<file path="src/mia_pkg.sv">
// package: constants, types and helpers of the interrupt acknowledge unit
package mia_pkg;

    localparam int N_SRC   = 6;
    localparam int SRC_W   = 3;
    localparam int AXI_AW  = 8;
    localparam int STACK_DEPTH = 16;

    // status word, mask and flag reset values
    localparam logic [7:0]       STATUS_WORD_RESET     = 8'h02;
    localparam int               GLOBAL_IRQ_ENABLE_BIT = 7;
    localparam logic [N_SRC-1:0] MASK_RESET            = 6'h3f;
    localparam logic [N_SRC-1:0] FLAGS_RESET           = 6'h00;

    // register byte offsets
    localparam logic [AXI_AW-1:0] OFF_STATUS_WORD       = 8'h00;
    localparam logic [AXI_AW-1:0] OFF_STATUS_SET        = 8'h04;
    localparam logic [AXI_AW-1:0] OFF_STATUS_CLR        = 8'h08;
    localparam logic [AXI_AW-1:0] OFF_REQ_FLAGS         = 8'h0c;
    localparam logic [AXI_AW-1:0] OFF_MASK_FLAGS        = 8'h10;
    localparam logic [AXI_AW-1:0] OFF_SLOW_OSC_MODE_REG = 8'h14;
    localparam logic [AXI_AW-1:0] OFF_CONFIG            = 8'h18;
    localparam logic [AXI_AW-1:0] OFF_STATE             = 8'h1c;

    localparam int SLOW_OSC_STOP_BIT  = 0;
    localparam int CFG_SW_STOP_OK_BIT = 0;
    localparam int CFG_WDT_SLOW_BIT   = 1;

    // vector table base, two bytes per source
    localparam logic [15:0] VEC_BASE = 16'h0006;

    // latency in cpu clocks
    localparam int ACK_MAX_CYC = 19;
    localparam int LAT_W       = $clog2(ACK_MAX_CYC + 1);

    localparam logic [1:0] RESP_OKAY   = 2'b00;
    localparam logic [1:0] RESP_SLVERR = 2'b10;

    typedef enum logic [3:0] {
        SEQ_IDLE      = 4'h0,
        SEQ_PUSH_STAT = 4'h1,
        SEQ_PUSH_PCH  = 4'h3,
        SEQ_PUSH_PCL  = 4'h2,
        SEQ_VECTOR    = 4'h6,
        SEQ_POP_PCL   = 4'h8,
        SEQ_POP_PCH   = 4'h9,
        SEQ_POP_STAT  = 4'hb,
        SEQ_RETURN    = 4'ha
    } mia_seq_t;

    typedef struct packed {
        logic              awvalid;
        logic [AXI_AW-1:0] awaddr;
        logic              wvalid;
        logic [31:0]       wdata;
        logic [3:0]        wstrb;
        logic              bready;
        logic              arvalid;
        logic [AXI_AW-1:0] araddr;
        logic              rready;
    } mia_axi_req_t;

    typedef struct packed {
        logic        awready;
        logic        wready;
        logic        bvalid;
        logic [1:0]  bresp;
        logic        arready;
        logic        rvalid;
        logic [31:0] rdata;
        logic [1:0]  rresp;
    } mia_axi_rsp_t;

    typedef struct packed {
        logic        instr_done;
        logic        flag_access;
        logic        enable_irq_instr;
        logic        disable_irq_instr;
        logic        irq_return_instr;
        logic        halt_instr;
        logic        stop_instr;
        logic [15:0] pc;
    } mia_core_req_t;

    typedef struct packed {
        logic        irq_take;
        logic        cpu_hold;
        logic        cpu_clk_en;
        logic        pc_load;
        logic [15:0] pc_value;
    } mia_core_rsp_t;

    function automatic logic [15:0] vector_addr(input logic [SRC_W-1:0] idx);
        vector_addr = VEC_BASE + {12'h000, idx, 1'b0};
    endfunction : vector_addr

endpackage : mia_pkg

</file>
<file path="src/mia_prio_pick.sv">
// fixed priority picker, index 0 highest
module mia_prio_pick #(
    parameter int N  = 6,
    parameter int IW = 3
) (
    input  wire logic [N-1:0]  req_i,
    output logic               any_o,
    output logic [IW-1:0]      idx_o
);

    always_comb begin
        any_o = 1'b0;
        idx_o = '0;
        // lowest set index wins
        for (int i = N - 1; i >= 0; i--) begin
            if (req_i[i]) begin
                any_o = 1'b1;
                idx_o = IW'(i);
            end
        end
    end

endmodule : mia_prio_pick

</file>
<file path="src/mia_stack_mem.sv">
// byte stack memory with registered read data
module mia_stack_mem #(
    parameter int W     = 8,
    parameter int DEPTH = 16,
    parameter int AW    = $clog2(DEPTH)
) (
    input  wire logic          clk_i,
    input  wire logic          wr_en_i,
    input  wire logic [AW-1:0] wr_addr_i,
    input  wire logic [W-1:0]  wr_data_i,
    input  wire logic [AW-1:0] rd_addr_i,
    output logic      [W-1:0]  rd_data_o
);

    logic [W-1:0] mem [DEPTH];

    always_ff @(posedge clk_i) begin
        if (wr_en_i) begin
            mem[wr_addr_i] <= wr_data_i;
        end
        rd_data_o <= mem[rd_addr_i];
    end

endmodule : mia_stack_mem

</file>
<file path="src/mia_ack_unit.sv">
// maskable interrupt acknowledge unit: flags, masks, status word, stacking sequencer, standby
//
// Contract
// - acknowledge pushes the status word and clears the global enable
// - reset sets the status word to 02h
// - acceptable with flag set, mask clear; vectored only with enable
// - request to service start lies between 9 and 19 cpu clocks
// - worst latency comes when a bit test branch instruction starts
// - simultaneous requests: the highest priority one is taken first
// - a refused request stays pending and is taken once allowed
// - push status word then pc, clear enable, load vector, branch
// - a return instruction ends servicing
// - flag set before last clock: acknowledge after current instruction
// - flag set in last clock: acknowledge after the following instruction
// - flag or mask access defers acknowledge past the next instruction
// - no nested request during servicing unless software enables again
// - nesting is not limited by priority; masks must block it
// - status word byte and bit access; enable and disable instructions
// - halt gates the cpu clock while the oscillator keeps running
// - slow osc stop bit acts in stop only if option allows
// - watchdog on the slow oscillator stops in stop mode
// - six sources ranked fixed, index 0 highest to index 5 lowest
// - flag set on request, cleared on acknowledge or reset
// - any unmasked set flag ends standby at once, even while entering
module mia_ack_unit (
    input  wire logic                         clk_i,
    input  wire logic                         rst_n_i,
    input  wire mia_pkg::mia_axi_req_t        axi_i,
    output mia_pkg::mia_axi_rsp_t             axi_o,
    input  wire logic [mia_pkg::N_SRC-1:0]    irq_src_i,
    input  wire mia_pkg::mia_core_req_t       core_i,
    output mia_pkg::mia_core_rsp_t            core_o,
    output logic                              slow_osc_run_o,
    output logic                              wdt_run_o
);

    localparam int SP_W = $clog2(mia_pkg::STACK_DEPTH);
    localparam int IEB  = mia_pkg::GLOBAL_IRQ_ENABLE_BIT;

    typedef struct packed {
        logic [7:0]                    processor_status_word;
        logic [mia_pkg::N_SRC-1:0]     irq_request_flags;
        logic [mia_pkg::N_SRC-1:0]     irq_mask_flags;
        logic                          slow_osc_stop_bit;
        logic [1:0]                    cfg;
        logic                          hold;
        logic                          axi_touch;
        logic                          halted;
        logic                          stopped;
        mia_pkg::mia_seq_t             seq;
        logic [SP_W-1:0]               sp;
        logic [mia_pkg::SRC_W-1:0]     src;
        logic [15:0]                   pc_tmp;
        logic [mia_pkg::LAT_W-1:0]     wait_cnt;
        logic [mia_pkg::LAT_W-1:0]     last_lat;
        mia_pkg::mia_core_rsp_t        core;
        logic                          slow_osc_run;
        logic                          wdt_run;
        logic                          aw_got;
        logic                          w_got;
        logic [mia_pkg::AXI_AW-1:0]    awaddr;
        logic [31:0]                   wdata;
        logic                          wstrb0;
        mia_pkg::mia_axi_rsp_t         axi;
    } mia_state_t;

    localparam mia_state_t ST_RST = '{
        processor_status_word: mia_pkg::STATUS_WORD_RESET,
        irq_request_flags:     mia_pkg::FLAGS_RESET,
        irq_mask_flags:        mia_pkg::MASK_RESET,
        seq:                   mia_pkg::SEQ_IDLE,
        core:                  '{cpu_clk_en: 1'b1, default: '0},
        slow_osc_run:          1'b1,
        wdt_run:               1'b1,
        axi:                   '{awready: 1'b1, wready: 1'b1, arready: 1'b1, default: '0},
        default:               '0
    };

    mia_state_t                     q;
    mia_state_t                     d;

    logic [mia_pkg::N_SRC-1:0]      cand;
    logic                           any_req;
    logic [mia_pkg::SRC_W-1:0]      pick_idx;
    logic                           st_we;
    logic [7:0]                     st_wdata;
    logic [SP_W-1:0]                st_raddr;
    logic [7:0]                     st_rdata;

    ////////////////////////////////////////////////////////////////////////////////
    // submodules

    assign cand = q.irq_request_flags & ~q.irq_mask_flags;

    mia_prio_pick #(
        .N  (mia_pkg::N_SRC),
        .IW (mia_pkg::SRC_W)
    ) u_pick (
        .req_i (cand),
        .any_o (any_req),
        .idx_o (pick_idx)
    );

    mia_stack_mem #(
        .W     (8),
        .DEPTH (mia_pkg::STACK_DEPTH)
    ) u_stack (
        .clk_i     (clk_i),
        .wr_en_i   (st_we),
        .wr_addr_i (q.sp),
        .wr_data_i (st_wdata),
        .rd_addr_i (st_raddr),
        .rd_data_o (st_rdata)
    );

    ////////////////////////////////////////////////////////////////////////////////
    // next state

    always_comb begin
        logic [7:0]                stat_n;
        logic [mia_pkg::N_SRC-1:0] flags_n;
        logic [mia_pkg::AXI_AW-1:0] wa;
        logic [mia_pkg::AXI_AW-1:0] ra;
        logic                      touch;
        logic                      accept;

        d        = q;
        stat_n   = q.processor_status_word;
        flags_n  = q.irq_request_flags;
        wa       = {q.awaddr[mia_pkg::AXI_AW-1:2], 2'b00};
        ra       = {axi_i.araddr[mia_pkg::AXI_AW-1:2], 2'b00};
        touch    = 1'b0;
        st_we    = 1'b0;
        st_wdata = q.processor_status_word;
        st_raddr = q.sp - 1'b1;

        d.core.irq_take = 1'b0;
        d.core.pc_load  = 1'b0;

        // aw and w taken in either order
        if (axi_i.awvalid && q.axi.awready) begin
            d.aw_got      = 1'b1;
            d.axi.awready = 1'b0;
            d.awaddr      = axi_i.awaddr;
        end
        if (axi_i.wvalid && q.axi.wready) begin
            d.w_got      = 1'b1;
            d.axi.wready = 1'b0;
            d.wdata      = axi_i.wdata;
            d.wstrb0     = axi_i.wstrb[0];
        end

        if (q.aw_got && q.w_got && !q.axi.bvalid) begin
            d.axi.bvalid = 1'b1;
            d.axi.bresp  = mia_pkg::RESP_OKAY;
            unique case (wa)
                mia_pkg::OFF_STATUS_WORD: begin
                    if (q.wstrb0) stat_n = q.wdata[7:0];
                end
                mia_pkg::OFF_STATUS_SET: begin
                    if (q.wstrb0) stat_n = stat_n | q.wdata[7:0];
                end
                mia_pkg::OFF_STATUS_CLR: begin
                    if (q.wstrb0) stat_n = stat_n & ~q.wdata[7:0];
                end
                mia_pkg::OFF_REQ_FLAGS: begin
                    touch = 1'b1;
                    if (q.wstrb0) flags_n = q.wdata[mia_pkg::N_SRC-1:0];
                end
                mia_pkg::OFF_MASK_FLAGS: begin
                    touch = 1'b1;
                    if (q.wstrb0) d.irq_mask_flags = q.wdata[mia_pkg::N_SRC-1:0];
                end
                mia_pkg::OFF_SLOW_OSC_MODE_REG: begin
                    if (q.wstrb0) d.slow_osc_stop_bit = q.wdata[mia_pkg::SLOW_OSC_STOP_BIT];
                end
                mia_pkg::OFF_CONFIG: begin
                    if (q.wstrb0) d.cfg = q.wdata[1:0];
                end
                mia_pkg::OFF_STATE: ;
                default: d.axi.bresp = mia_pkg::RESP_SLVERR;
            endcase
        end
        if (q.axi.bvalid && axi_i.bready) begin
            d.axi.bvalid  = 1'b0;
            d.aw_got      = 1'b0;
            d.w_got       = 1'b0;
            d.axi.awready = 1'b1;
            d.axi.wready  = 1'b1;
        end

        // read answers one cycle later
        if (axi_i.arvalid && q.axi.arready) begin
            d.axi.arready = 1'b0;
            d.axi.rvalid  = 1'b1;
            d.axi.rresp   = mia_pkg::RESP_OKAY;
            d.axi.rdata   = '0;
            unique case (ra)
                mia_pkg::OFF_STATUS_WORD:  d.axi.rdata = 32'(q.processor_status_word);
                mia_pkg::OFF_STATUS_SET:   d.axi.rdata = 32'(q.processor_status_word);
                mia_pkg::OFF_STATUS_CLR:   d.axi.rdata = 32'(q.processor_status_word);
                mia_pkg::OFF_REQ_FLAGS: begin
                    touch       = 1'b1;
                    d.axi.rdata = 32'(q.irq_request_flags);
                end
                mia_pkg::OFF_MASK_FLAGS: begin
                    touch       = 1'b1;
                    d.axi.rdata = 32'(q.irq_mask_flags);
                end
                mia_pkg::OFF_SLOW_OSC_MODE_REG: d.axi.rdata = 32'(q.slow_osc_stop_bit);
                mia_pkg::OFF_CONFIG:            d.axi.rdata = 32'(q.cfg);
                mia_pkg::OFF_STATE: begin
                    d.axi.rdata = 32'({q.last_lat, q.sp, q.seq, q.hold, q.stopped, q.halted});
                end
                default: d.axi.rresp = mia_pkg::RESP_SLVERR;
            endcase
        end
        if (q.axi.rvalid && axi_i.rready) begin
            d.axi.rvalid  = 1'b0;
            d.axi.arready = 1'b1;
        end

        // flag or mask access defers acknowledge
        if (core_i.instr_done) begin
            d.hold      = core_i.flag_access | q.axi_touch | touch;
            d.axi_touch = touch;
        end else if (touch) begin
            d.hold      = 1'b1;
            d.axi_touch = 1'b1;
        end

        // boundary decisions only; a flag set in the last clock
        // lands too late and waits for the next boundary
        accept = (q.seq == mia_pkg::SEQ_IDLE) && core_i.instr_done && any_req
                 && q.processor_status_word[IEB] && !q.hold
                 && !core_i.irq_return_instr;

        // pending latency, kept for software
        if (q.seq == mia_pkg::SEQ_IDLE && any_req && !accept) begin
            if (q.wait_cnt != '1) d.wait_cnt = q.wait_cnt + 1'b1;
        end else begin
            d.wait_cnt = '0;
        end

        if (q.seq == mia_pkg::SEQ_IDLE) begin
            if (core_i.enable_irq_instr) stat_n[IEB] = 1'b1;
            if (core_i.disable_irq_instr) stat_n[IEB] = 1'b0;
        end

        unique case (q.seq)
            mia_pkg::SEQ_IDLE: begin
                if (core_i.irq_return_instr) begin
                    d.seq           = mia_pkg::SEQ_POP_PCL;
                    d.core.cpu_hold = 1'b1;
                end else if (accept) begin
                    // worst case: boundary after a bit test branch
                    d.seq              = mia_pkg::SEQ_PUSH_STAT;
                    d.src              = pick_idx;
                    d.pc_tmp           = core_i.pc;
                    d.last_lat         = q.wait_cnt;
                    d.core.cpu_hold    = 1'b1;
                    d.core.irq_take    = 1'b1;
                    flags_n[pick_idx]  = 1'b0;
                end
            end
            mia_pkg::SEQ_PUSH_STAT: begin
                st_we       = 1'b1;
                st_wdata    = stat_n;
                stat_n[IEB] = 1'b0;
                d.sp        = q.sp + 1'b1;
                d.seq       = mia_pkg::SEQ_PUSH_PCH;
            end
            mia_pkg::SEQ_PUSH_PCH: begin
                st_we    = 1'b1;
                st_wdata = q.pc_tmp[15:8];
                d.sp     = q.sp + 1'b1;
                d.seq    = mia_pkg::SEQ_PUSH_PCL;
            end
            mia_pkg::SEQ_PUSH_PCL: begin
                st_we    = 1'b1;
                st_wdata = q.pc_tmp[7:0];
                d.sp     = q.sp + 1'b1;
                d.seq    = mia_pkg::SEQ_VECTOR;
            end
            mia_pkg::SEQ_VECTOR: begin
                d.core.pc_load  = 1'b1;
                d.core.pc_value = mia_pkg::vector_addr(q.src);
                d.core.cpu_hold = 1'b0;
                d.seq           = mia_pkg::SEQ_IDLE;
            end
            mia_pkg::SEQ_POP_PCL: begin
                d.sp  = q.sp - 1'b1;
                d.seq = mia_pkg::SEQ_POP_PCH;
            end
            mia_pkg::SEQ_POP_PCH: begin
                d.pc_tmp[7:0] = st_rdata;
                d.sp          = q.sp - 1'b1;
                d.seq         = mia_pkg::SEQ_POP_STAT;
            end
            mia_pkg::SEQ_POP_STAT: begin
                d.pc_tmp[15:8] = st_rdata;
                d.sp           = q.sp - 1'b1;
                d.seq          = mia_pkg::SEQ_RETURN;
            end
            mia_pkg::SEQ_RETURN: begin
                stat_n          = st_rdata;
                d.core.pc_load  = 1'b1;
                d.core.pc_value = q.pc_tmp;
                d.core.cpu_hold = 1'b0;
                d.seq           = mia_pkg::SEQ_IDLE;
            end
            default: begin
                d.core.cpu_hold = 1'b0;
                d.seq           = mia_pkg::SEQ_IDLE;
            end
        endcase

        // events or-ed last: set beats clear
        d.irq_request_flags     = flags_n | irq_src_i;
        d.processor_status_word = stat_n;

        // standby; an unmasked flag cancels even entry
        if (core_i.halt_instr) d.halted = 1'b1;
        if (core_i.stop_instr) d.stopped = 1'b1;
        if (any_req) begin
            d.halted  = 1'b0;
            d.stopped = 1'b0;
        end
        // only the cpu clock is gated in halt
        d.core.cpu_clk_en = !(d.halted || d.stopped);
        d.slow_osc_run    = !(d.stopped && q.cfg[mia_pkg::CFG_SW_STOP_OK_BIT]
                              && q.slow_osc_stop_bit);
        d.wdt_run         = !(d.stopped && q.cfg[mia_pkg::CFG_WDT_SLOW_BIT]);
    end

    ////////////////////////////////////////////////////////////////////////////////
    // state register

    always_ff @(posedge clk_i) begin
        if (!rst_n_i) begin
            q <= ST_RST;
        end else begin
            q <= d;
        end
    end

    assign axi_o          = q.axi;
    assign core_o         = q.core;
    assign slow_osc_run_o = q.slow_osc_run;
    assign wdt_run_o      = q.wdt_run;

endmodule : mia_ack_unit

</file>
<file path="config.mk">
export PLATFORM = sky130hd
export DESIGN_NAME = mia_ack_unit
export DESIGN_NICKNAME = d
export VERILOG_FILES = /design/src/mia_pkg.sv /design/src/mia_prio_pick.sv /design/src/mia_stack_mem.sv /design/src/mia_ack_unit.sv
export SDC_FILE = /design/constraint.sdc
export NUM_CORES = 1
export LEC_CHECK = 0
export BUFFER_PORTS_ARGS = -buffer_cell sky130_fd_sc_hd__clkbuf_2
export CORE_ASPECT_RATIO = 1.1
export CORE_MARGIN = 2
export CORE_UTILIZATION = 40
export DETAILED_ROUTE_END_ITERATION = 7
export PLACE_DENSITY = 0.7
export RECOVER_POWER = 100
export SKIP_LAST_GASP = 1
export SLEW_MARGIN = 30
export SYNTH_ARGS = -nofsm -noshare
export SYNTH_HDL_FRONTEND = slang
export SYNTH_SLANG_ARGS = --single-unit
</file>
<file path="constraint.sdc">
create_clock -name clk_i -period 8.64 [get_ports clk_i]
set_input_delay 0.432 -clock clk_i [delete_from_list [all_inputs] [get_ports clk_i]]
set_output_delay 0.432 -clock clk_i [all_outputs]
set_load 0.005 [all_outputs]
</file>
==> results.toml, run 1 <==
[status]
status = "complete, but fails checks"
violations = "max-capacitance violations, max-slew violations"

[timing]
drv_slew = 289
finalCritPeriodShare_pct = 49.49
hold_viol = 0
fin_skew_ns = 0.01351
fmax_mhz = 233.9
fin_crit_ns = 4.276
max-slew-margin-rel_pct = -109.9
setup_slack_ns = 4.364
finalSetupTns_ns = 0
rsz0062_at_grt = "no"
setup_violations = 0
worstMarginPinSlew_ns = 3.148

[global_route]
grt_remaining_overflow = 0
grt_max_degree = 73
grt_pass1_wl_um = 39800
antenna_found_initial = 0
grt_pass1_vias = 7281
globalRouteTotalUtil_pct = 17.15

[pwr]
peakVddDrop_mv = 0.1444
power.leakage_nw = 4.304
p_per_area_mw_per_mm2 = 261.9

[yosys]
avgSynthCellArea_sq_um = 11.77
ys_async_sr_fraction_pct = 0
synth_seq_cells = 262
ys_seq_area_share_pct = 58.10
yosysWarningCount = 0
synthCells = 954
synth-main-ff-cell = "dfxtp_1"
synth-edff-count = 128
syn-cell-area_sq_mm = 0.01123
synth.distinct_cells = 54

[critical_path]
worstPathMaxFanout = 16
startpoint_type = "flop"
reg2reg_depth = 4
cp_data_arrival_time_ns = 4.35
worstSetupPathType = "flop to flop"
rrSetupSlack_ns = 4.36
endpoint_kind = "flop"
required_ns = 8.72

[clocking]
clockRootBuffer = "clkbuf_16"
cts_setup_buffers = 0
clock-sinks = 262
cts_tree = "built"
htreeDepth = 1
clkTransAtPathRegs_ns = 0.06
cts_hold_buf = 0
clk_path_buf_depth = 3
cts_resized = 0
cts_buffers = 27
clock_latency_ns = 0.54

[die]
num_rows = 64
die_area_sq_mm = 0.02944
die_height_um = 179.8
start_util_pct = 40.54
io_pins = 151
die_x_um = 163.8
coreArea_sq_mm = 0.02771

[route]
vias_per_cell = 5.414
via_count = 7461
drt_iter0_drc = 688
drc = 0
drtPass1Iterations = 7
postRouteAntennaNets = 0
wl_per_cell_um = 18.66
finalWirelength_um = 25720

[placed_design]
gp_congestion = 0.8567
pre_cts_slack_ns = 5.591
dp_cells = 1331
hpwl_um = 17600
io_buffers = 101

[layout]
fillers = 2565
syn_to_final_growth_pct = 10.47
instances_no_fill = 1378
nets = 1093
diodes = 0
drive_above_1_share_pct = 16.06

[hold_path]
min_path_cells = 2
hold_path_class = "primary input to flop"

[flow_run]
maxCapViolCount = 12
report_power, final:
part | internal [mW] | switching [mW] | leakage [nW]
sequential | 1.41 | 0.0820 | 2.26
clock | 0.685 | 0.464 | 0.430
combinational | 0.283 | 0.321 | 1.61
layout make-up:
class	count	area, sq um	area share [%]
clock buffers	41	788.3	6.353
clock inverters	6	87.58	0.7059
inverters	19	71.32	0.5748
multi-input cells	575	3958	31.89
flip-flops and latches	262	6528	52.61
well taps	363	454.2	3.660
repair buffers	112	521.8	4.205
logic make-up after synthesis:
| kind of cell | after synthesis | share of synthesized area (%) |
|---|---|---|
| flops | 262 | 58.10 |
| compound gates | 192 | 10.99 |
| xor+xnor | 17 | 1.326 |
| other cells | 1 | 0.03339 |
| fa+ha+maj | 8 | 0.8912 |
| buf+inv | 134 | 6.684 |
| simple gates | 272 | 11.31 |
| mux | 68 | 10.66 |
worst max-delay path, stage by stage (launching register included):
cell     delay [ns]
dfxtp_1        0.30
or3_1          0.46
nor4b_1        1.26
a21oi_1        0.26
o32ai_1        1.53
state kept, by name (all words and copies together), names as in the netlist:
name,count
core_o,20
wdt_run_o,1
q,81
u_stack.mem,128
slow_osc_run_o,1
axi_o,23
u_stack.rd_data_o,8
cell usage after synthesis (3+ instances only):
master	instances	area, sq um
nand2_1	81	304.0
xor2_1	12	105.1
buf_4	61	457.9
a311oi_1	14	122.6
nand2b_1	13	81.33
o32ai_1	7	61.31
a22oi_1	26	195.2
mux2_2	3	33.78
nand3_1	23	115.1
xnor2_1	5	43.79
buf_2	3	15.01
dfxtp_1	134	2683
mux4_2	41	923.4
and2_1	4	25.02
or4_1	3	22.52
mux2i_1	24	240.2
a31oi_1	5	31.28
o31ai_1	7	52.55
a221oi_1	4	35.03
inv_1	18	67.56
clkbuf_1	43	161.4
ha_1	8	100.1
and3_1	10	62.56
a211oi_1	9	67.56
nor2b_1	8	50.05
edfxtp_1	128	3844
buf_1	6	22.52
nor2_1	102	382.9
nor3_1	11	55.05
a21oi_1	73	365.4
o21a_1	6	45.04
o21ai_0	30	150.1
placed cells by master (no fill, tap or decap), types with 4 or more instances in the layout:
master	count
dfxtp_1	133
edfxtp_1	128
nor2_1	102
nand2_1	81
a21oi_1	74
clkbuf_2	72
clkbuf_1	44
mux4_2	41
o21ai_0	30
clkbuf_16	27
a22oi_1	26
mux2i_1	24
nand3_1	23
inv_1	18
conb_1	18
a311oi_1	14
nand2b_1	13
xor2_1	12
nor3_1	12
and3_1	9
a211oi_1	9
nor2b_1	8
ha_1	8
o32ai_1	7
o31ai_1	7
o21a_1	6
clkbuf_8	6
xnor2_1	5
a31oi_1	5
and2_1	4
a221oi_1	4
final timing paths:
check,start,to
min,irq_src_i[0],q[156]
max reg2reg,q[81],u_stack.mem[0][0]
max,q[81],u_stack.mem[0][0]
min reg2reg,q[148],wdt_run_o
metrics by stage:
stage	cell area (sq um)	total power [mW]	hold WS, ns	utilization [%]
global placement	11710	2.111	0.3900	42.26
finish	12410	3.250	0.09877	44.78
floorplan	11300	1.947	0.3700	-
detailed placement	11710	2.136	0.3920	42.27
global route	12410	3.374	0.09508	44.78
CTS	12590	3.286	0.08121	45.43
routing by layer:
layer  vias to the layer above  global-route usage (%)  routed length (um)
li1                       3506                       -                   -
met1                      3629                   21.07               10560
met2                       266                   30.12               12750
met3                        60                   2.515                1360
met4                         0                   6.842                1052
met5                         -                       0                   0
(Power assumes the default switching activity.)
==> run 2, diff against run 1 <==
- ABC_AREA: not set -> 1
- PLACE_DENSITY: 0.7 -> 0.72
- clock period: 8.64 -> 3.74 ns (I/O delays scaled with it)
==> run 2 against run 1 <==
Compared with the run above: the run ends with design-rule violations, max-capacitance violations, max-slew violations left; combinational power grew to 3.8 times the previous value; core utilization grew 0.74 points; fmax grew 38%; routed wire length grew 12%; area after synthesis grew 4.4%; cell area grew 5.6%; critical path type unchanged; critical endpoint is now q[138]; largest cell class unchanged; highest routed layer unchanged.
==> results.toml, run 2 <==
[critical_path]
rrSetupSlack_ns = 0.65
critPathSlowestCell = "clkbuf_2"
endpoint_kind = "flop"
startpoint_type = "flop"
crit_chain = "inv_1 > clkbuf_2 > nand3_2 > xor2_1 > inv_2 > nor2_1 > o21ai_1 > inv_1"
worstSetupPathType = "flop to flop"
crit_start = "q[135]"
critPathMaxStageDelay_ns = 0.79
rr_endpoint = "q[138]"
worstPathMaxFanout = 36
reg2reg_depth = 8
r2r_start = "q[135]"
cp_data_arrival_time_ns = 3.56
critPathBufInv = 4
required_ns = 4.21
crit_top_cell = "inv_1"
crit_end = "q[138]"
path_delay_family = "buffers and inverters"
crit_cells = 8

[yosys]
synth_seq_cells = 262
synth.distinct_cells = 51
synth-main-ff-cell = "dfxtp_1"
synthCells = 1250
syn-cell-area_sq_mm = 0.01173
synth.cells.most_frequent = "nand2_1, nor2_1, dfxtp_1, o21ai_0, edfxtp_1"
ys_seq_area_share_pct = 55.65
yosysTopAreaCellShare_pct = 32.77
ys_top_cells_by_area = "edfxtp_1, dfxtp_1, nand2_1, o21ai_0, nor2_1"
avgSynthCellArea_sq_um = 9.382
yosysWarningCount = 0
ys_async_sr_fraction_pct = 0
synth_most_common_cell = "nand2_1"
synth-edff-count = 128
yosysTopAreaCell = "edfxtp_1"

[timing]
setup_violations = 0
finalSetupTns_ns = 0
hold_viol = 0
holdWs_ns = 0.01541
fmax_mhz = 323.2
finalCritPeriodShare_pct = 82.74
fin_skew_ns = 0.009455
worstMarginPinSlew_ns = 2.443
max-slew-margin-rel_pct = -62.88
rsz0062_at_grt = "no"
drv_slew = 49
setup_slack_ns = 0.6455
fin_crit_ns = 3.094

[global_route]
grt_pass1_vias = 8822
antenna_found_initial = 0
grt_remaining_overflow = 0
grt_max_degree = 70
grt_pass1_wl_um = 45280
globalRouteTotalUtil_pct = 18.32

[clocking]
clock-sinks = 262
htreeDepth = 1
cts_tree = "built"
cts_resized = 0
clkTransAtPathRegs_ns = 0.06
cts_buffers = 26
clk_path_buf_depth = 3
clockRootBuffer = "clkbuf_16"
clock_latency_ns = 0.53

[layout]
multi_input_area_sq_mm = 0.004113
final_common_cell = "nand2_1"
nets = 1422
largest_register = "u_stack.mem"
fillers = 2748
final_area_sq_mm = 0.01311
layout_common_cells = "nand2_1, nor2_1, o21ai_0"
seq_area_sq_mm = 0.006526
diodes = 0
largest_register_ffs = 128
drive_above_1_share_pct = 11.52
syn_to_final_growth_pct = 11.75

[hold_path]
hold_path_class = "primary input to flop"

[route]
drt_iter0_drc = 789
vias_per_cell = 5.253
wl_per_cell_um = 16.76
finalWirelength_um = 28730
via_count = 9003
postRouteAntennaNets = 0
drc = 15
drtPass1Iterations = 8

[placed_design]
hpwl_um = 19360
placed_cell_area_sq_mm = 0.01214
pre_cts_slack_ns = 1.023
io_buffers = 101
gp_congestion = 0.9219

[die]
num_rows = 65
die_height_um = 183.6
coreArea_sq_mm = 0.02879
die_x_um = 167.3
start_util_pct = 40.73
die_area_sq_mm = 0.03071
io_pins = 151

[pwr]
p_per_area_mw_per_mm2 = 640.7
peakVddDrop_mv = 0.3706
power.leakage_nw = 4.999

[status]
status = "complete, but fails checks"
violations = "design-rule violations, max-capacitance violations, max-slew violations"

[flow_run]
maxCapViolCount = 1
==> run 2: cell count changes after synthesis, sizes merged, moves of 17 or more <==
cell	previous run	this run
a22oi	26	1
inv	19	91
mux4	41	0
nor2	102	185
o21ai	30	145
nand2	81	198
o211ai	1	18
nand3	23	44
==> run 2: cell families (layout without fill, tap and decap cells) <==
family	after synthesis	after routing	synth area share [%]
compound gates	312	312	15.64
mux	16	16	1.366
flops	262	262	55.65
simple gates	441	441	16.64
xor+xnor	6	6	0.6082
fa+ha+maj	8	8	0.8535
other cells	1	18	0.03198
buf+inv	204	283	9.207
==> run 2: timing repair <==
item | 4_1_cts | 5_1_grt
hold buffers | 27 | 0
endpoints found under the setup margin | 0 | 0
endpoints found under the hold margin | 31 | 0
setup buffers | 0 | 0
==> run 2: where the power goes <==
part / leakage (nW) / switching, mW / internal (mW)
sequential: 2.26 / 0.144 / 3.39
clock: 0.411 / 1.06 / 1.51
combinational: 2.32 / 1.61 / 0.682
==> run 2: metrics by stage <==
step	std cells	total power, mW	utilization, %
2_1_floorplan	1267	5.173	-
3_3_place_gp	1639	5.835	42.16
3_5_place_dp	1639	5.895	42.16
4_1_cts	1714	8.488	46.04
5_1_grt	1714	8.793	45.52
6_report	1714	8.397	45.52
==> run 2: worst min path at each step <==
stage / endpoint / depth (start not counted) / from / slack [ns]
after floorplan: q[156] / 2 / irq_src_i[0] / 0.32
after global placement: wdt_run_o / 1 / q[148] / 0.38
after detailed placement: slow_osc_run_o / 1 / q[147] / 0.39
after CTS: q[49] / 3 / axi_i[22] / 0.001
after global routing: q[169] / 4 / core_i[19] / 0.03
final: q[124] / 5 / core_i[8] / 0.02
==> run 2: tightest hold or removal path, cell delays in order <==
cell and delay (ns):
clkbuf_2 0.09, nand2_1 0.04, o21ai_0 0.06, nor2_1 0.05, nor2_1 0.08
==> run 2: layout make-up <==
type                    count  share of cell area (%)
flip-flops and latches    262                   49.80
multi-input cells         801                   31.38
inverters                  92                   2.654
clock buffers              37                   5.623
well taps                 368                   3.513
clock inverters            11                  0.8211
repair buffers            143                   6.206
==> run 2: routing by layer <==
layer / global-route usage, % / share of wire, %
met1: 21.90 / 41
met2: 33.23 / 50
met3: 2.777 / 5.7
met4: 7.165 / 3.3
met5: 0 / 0
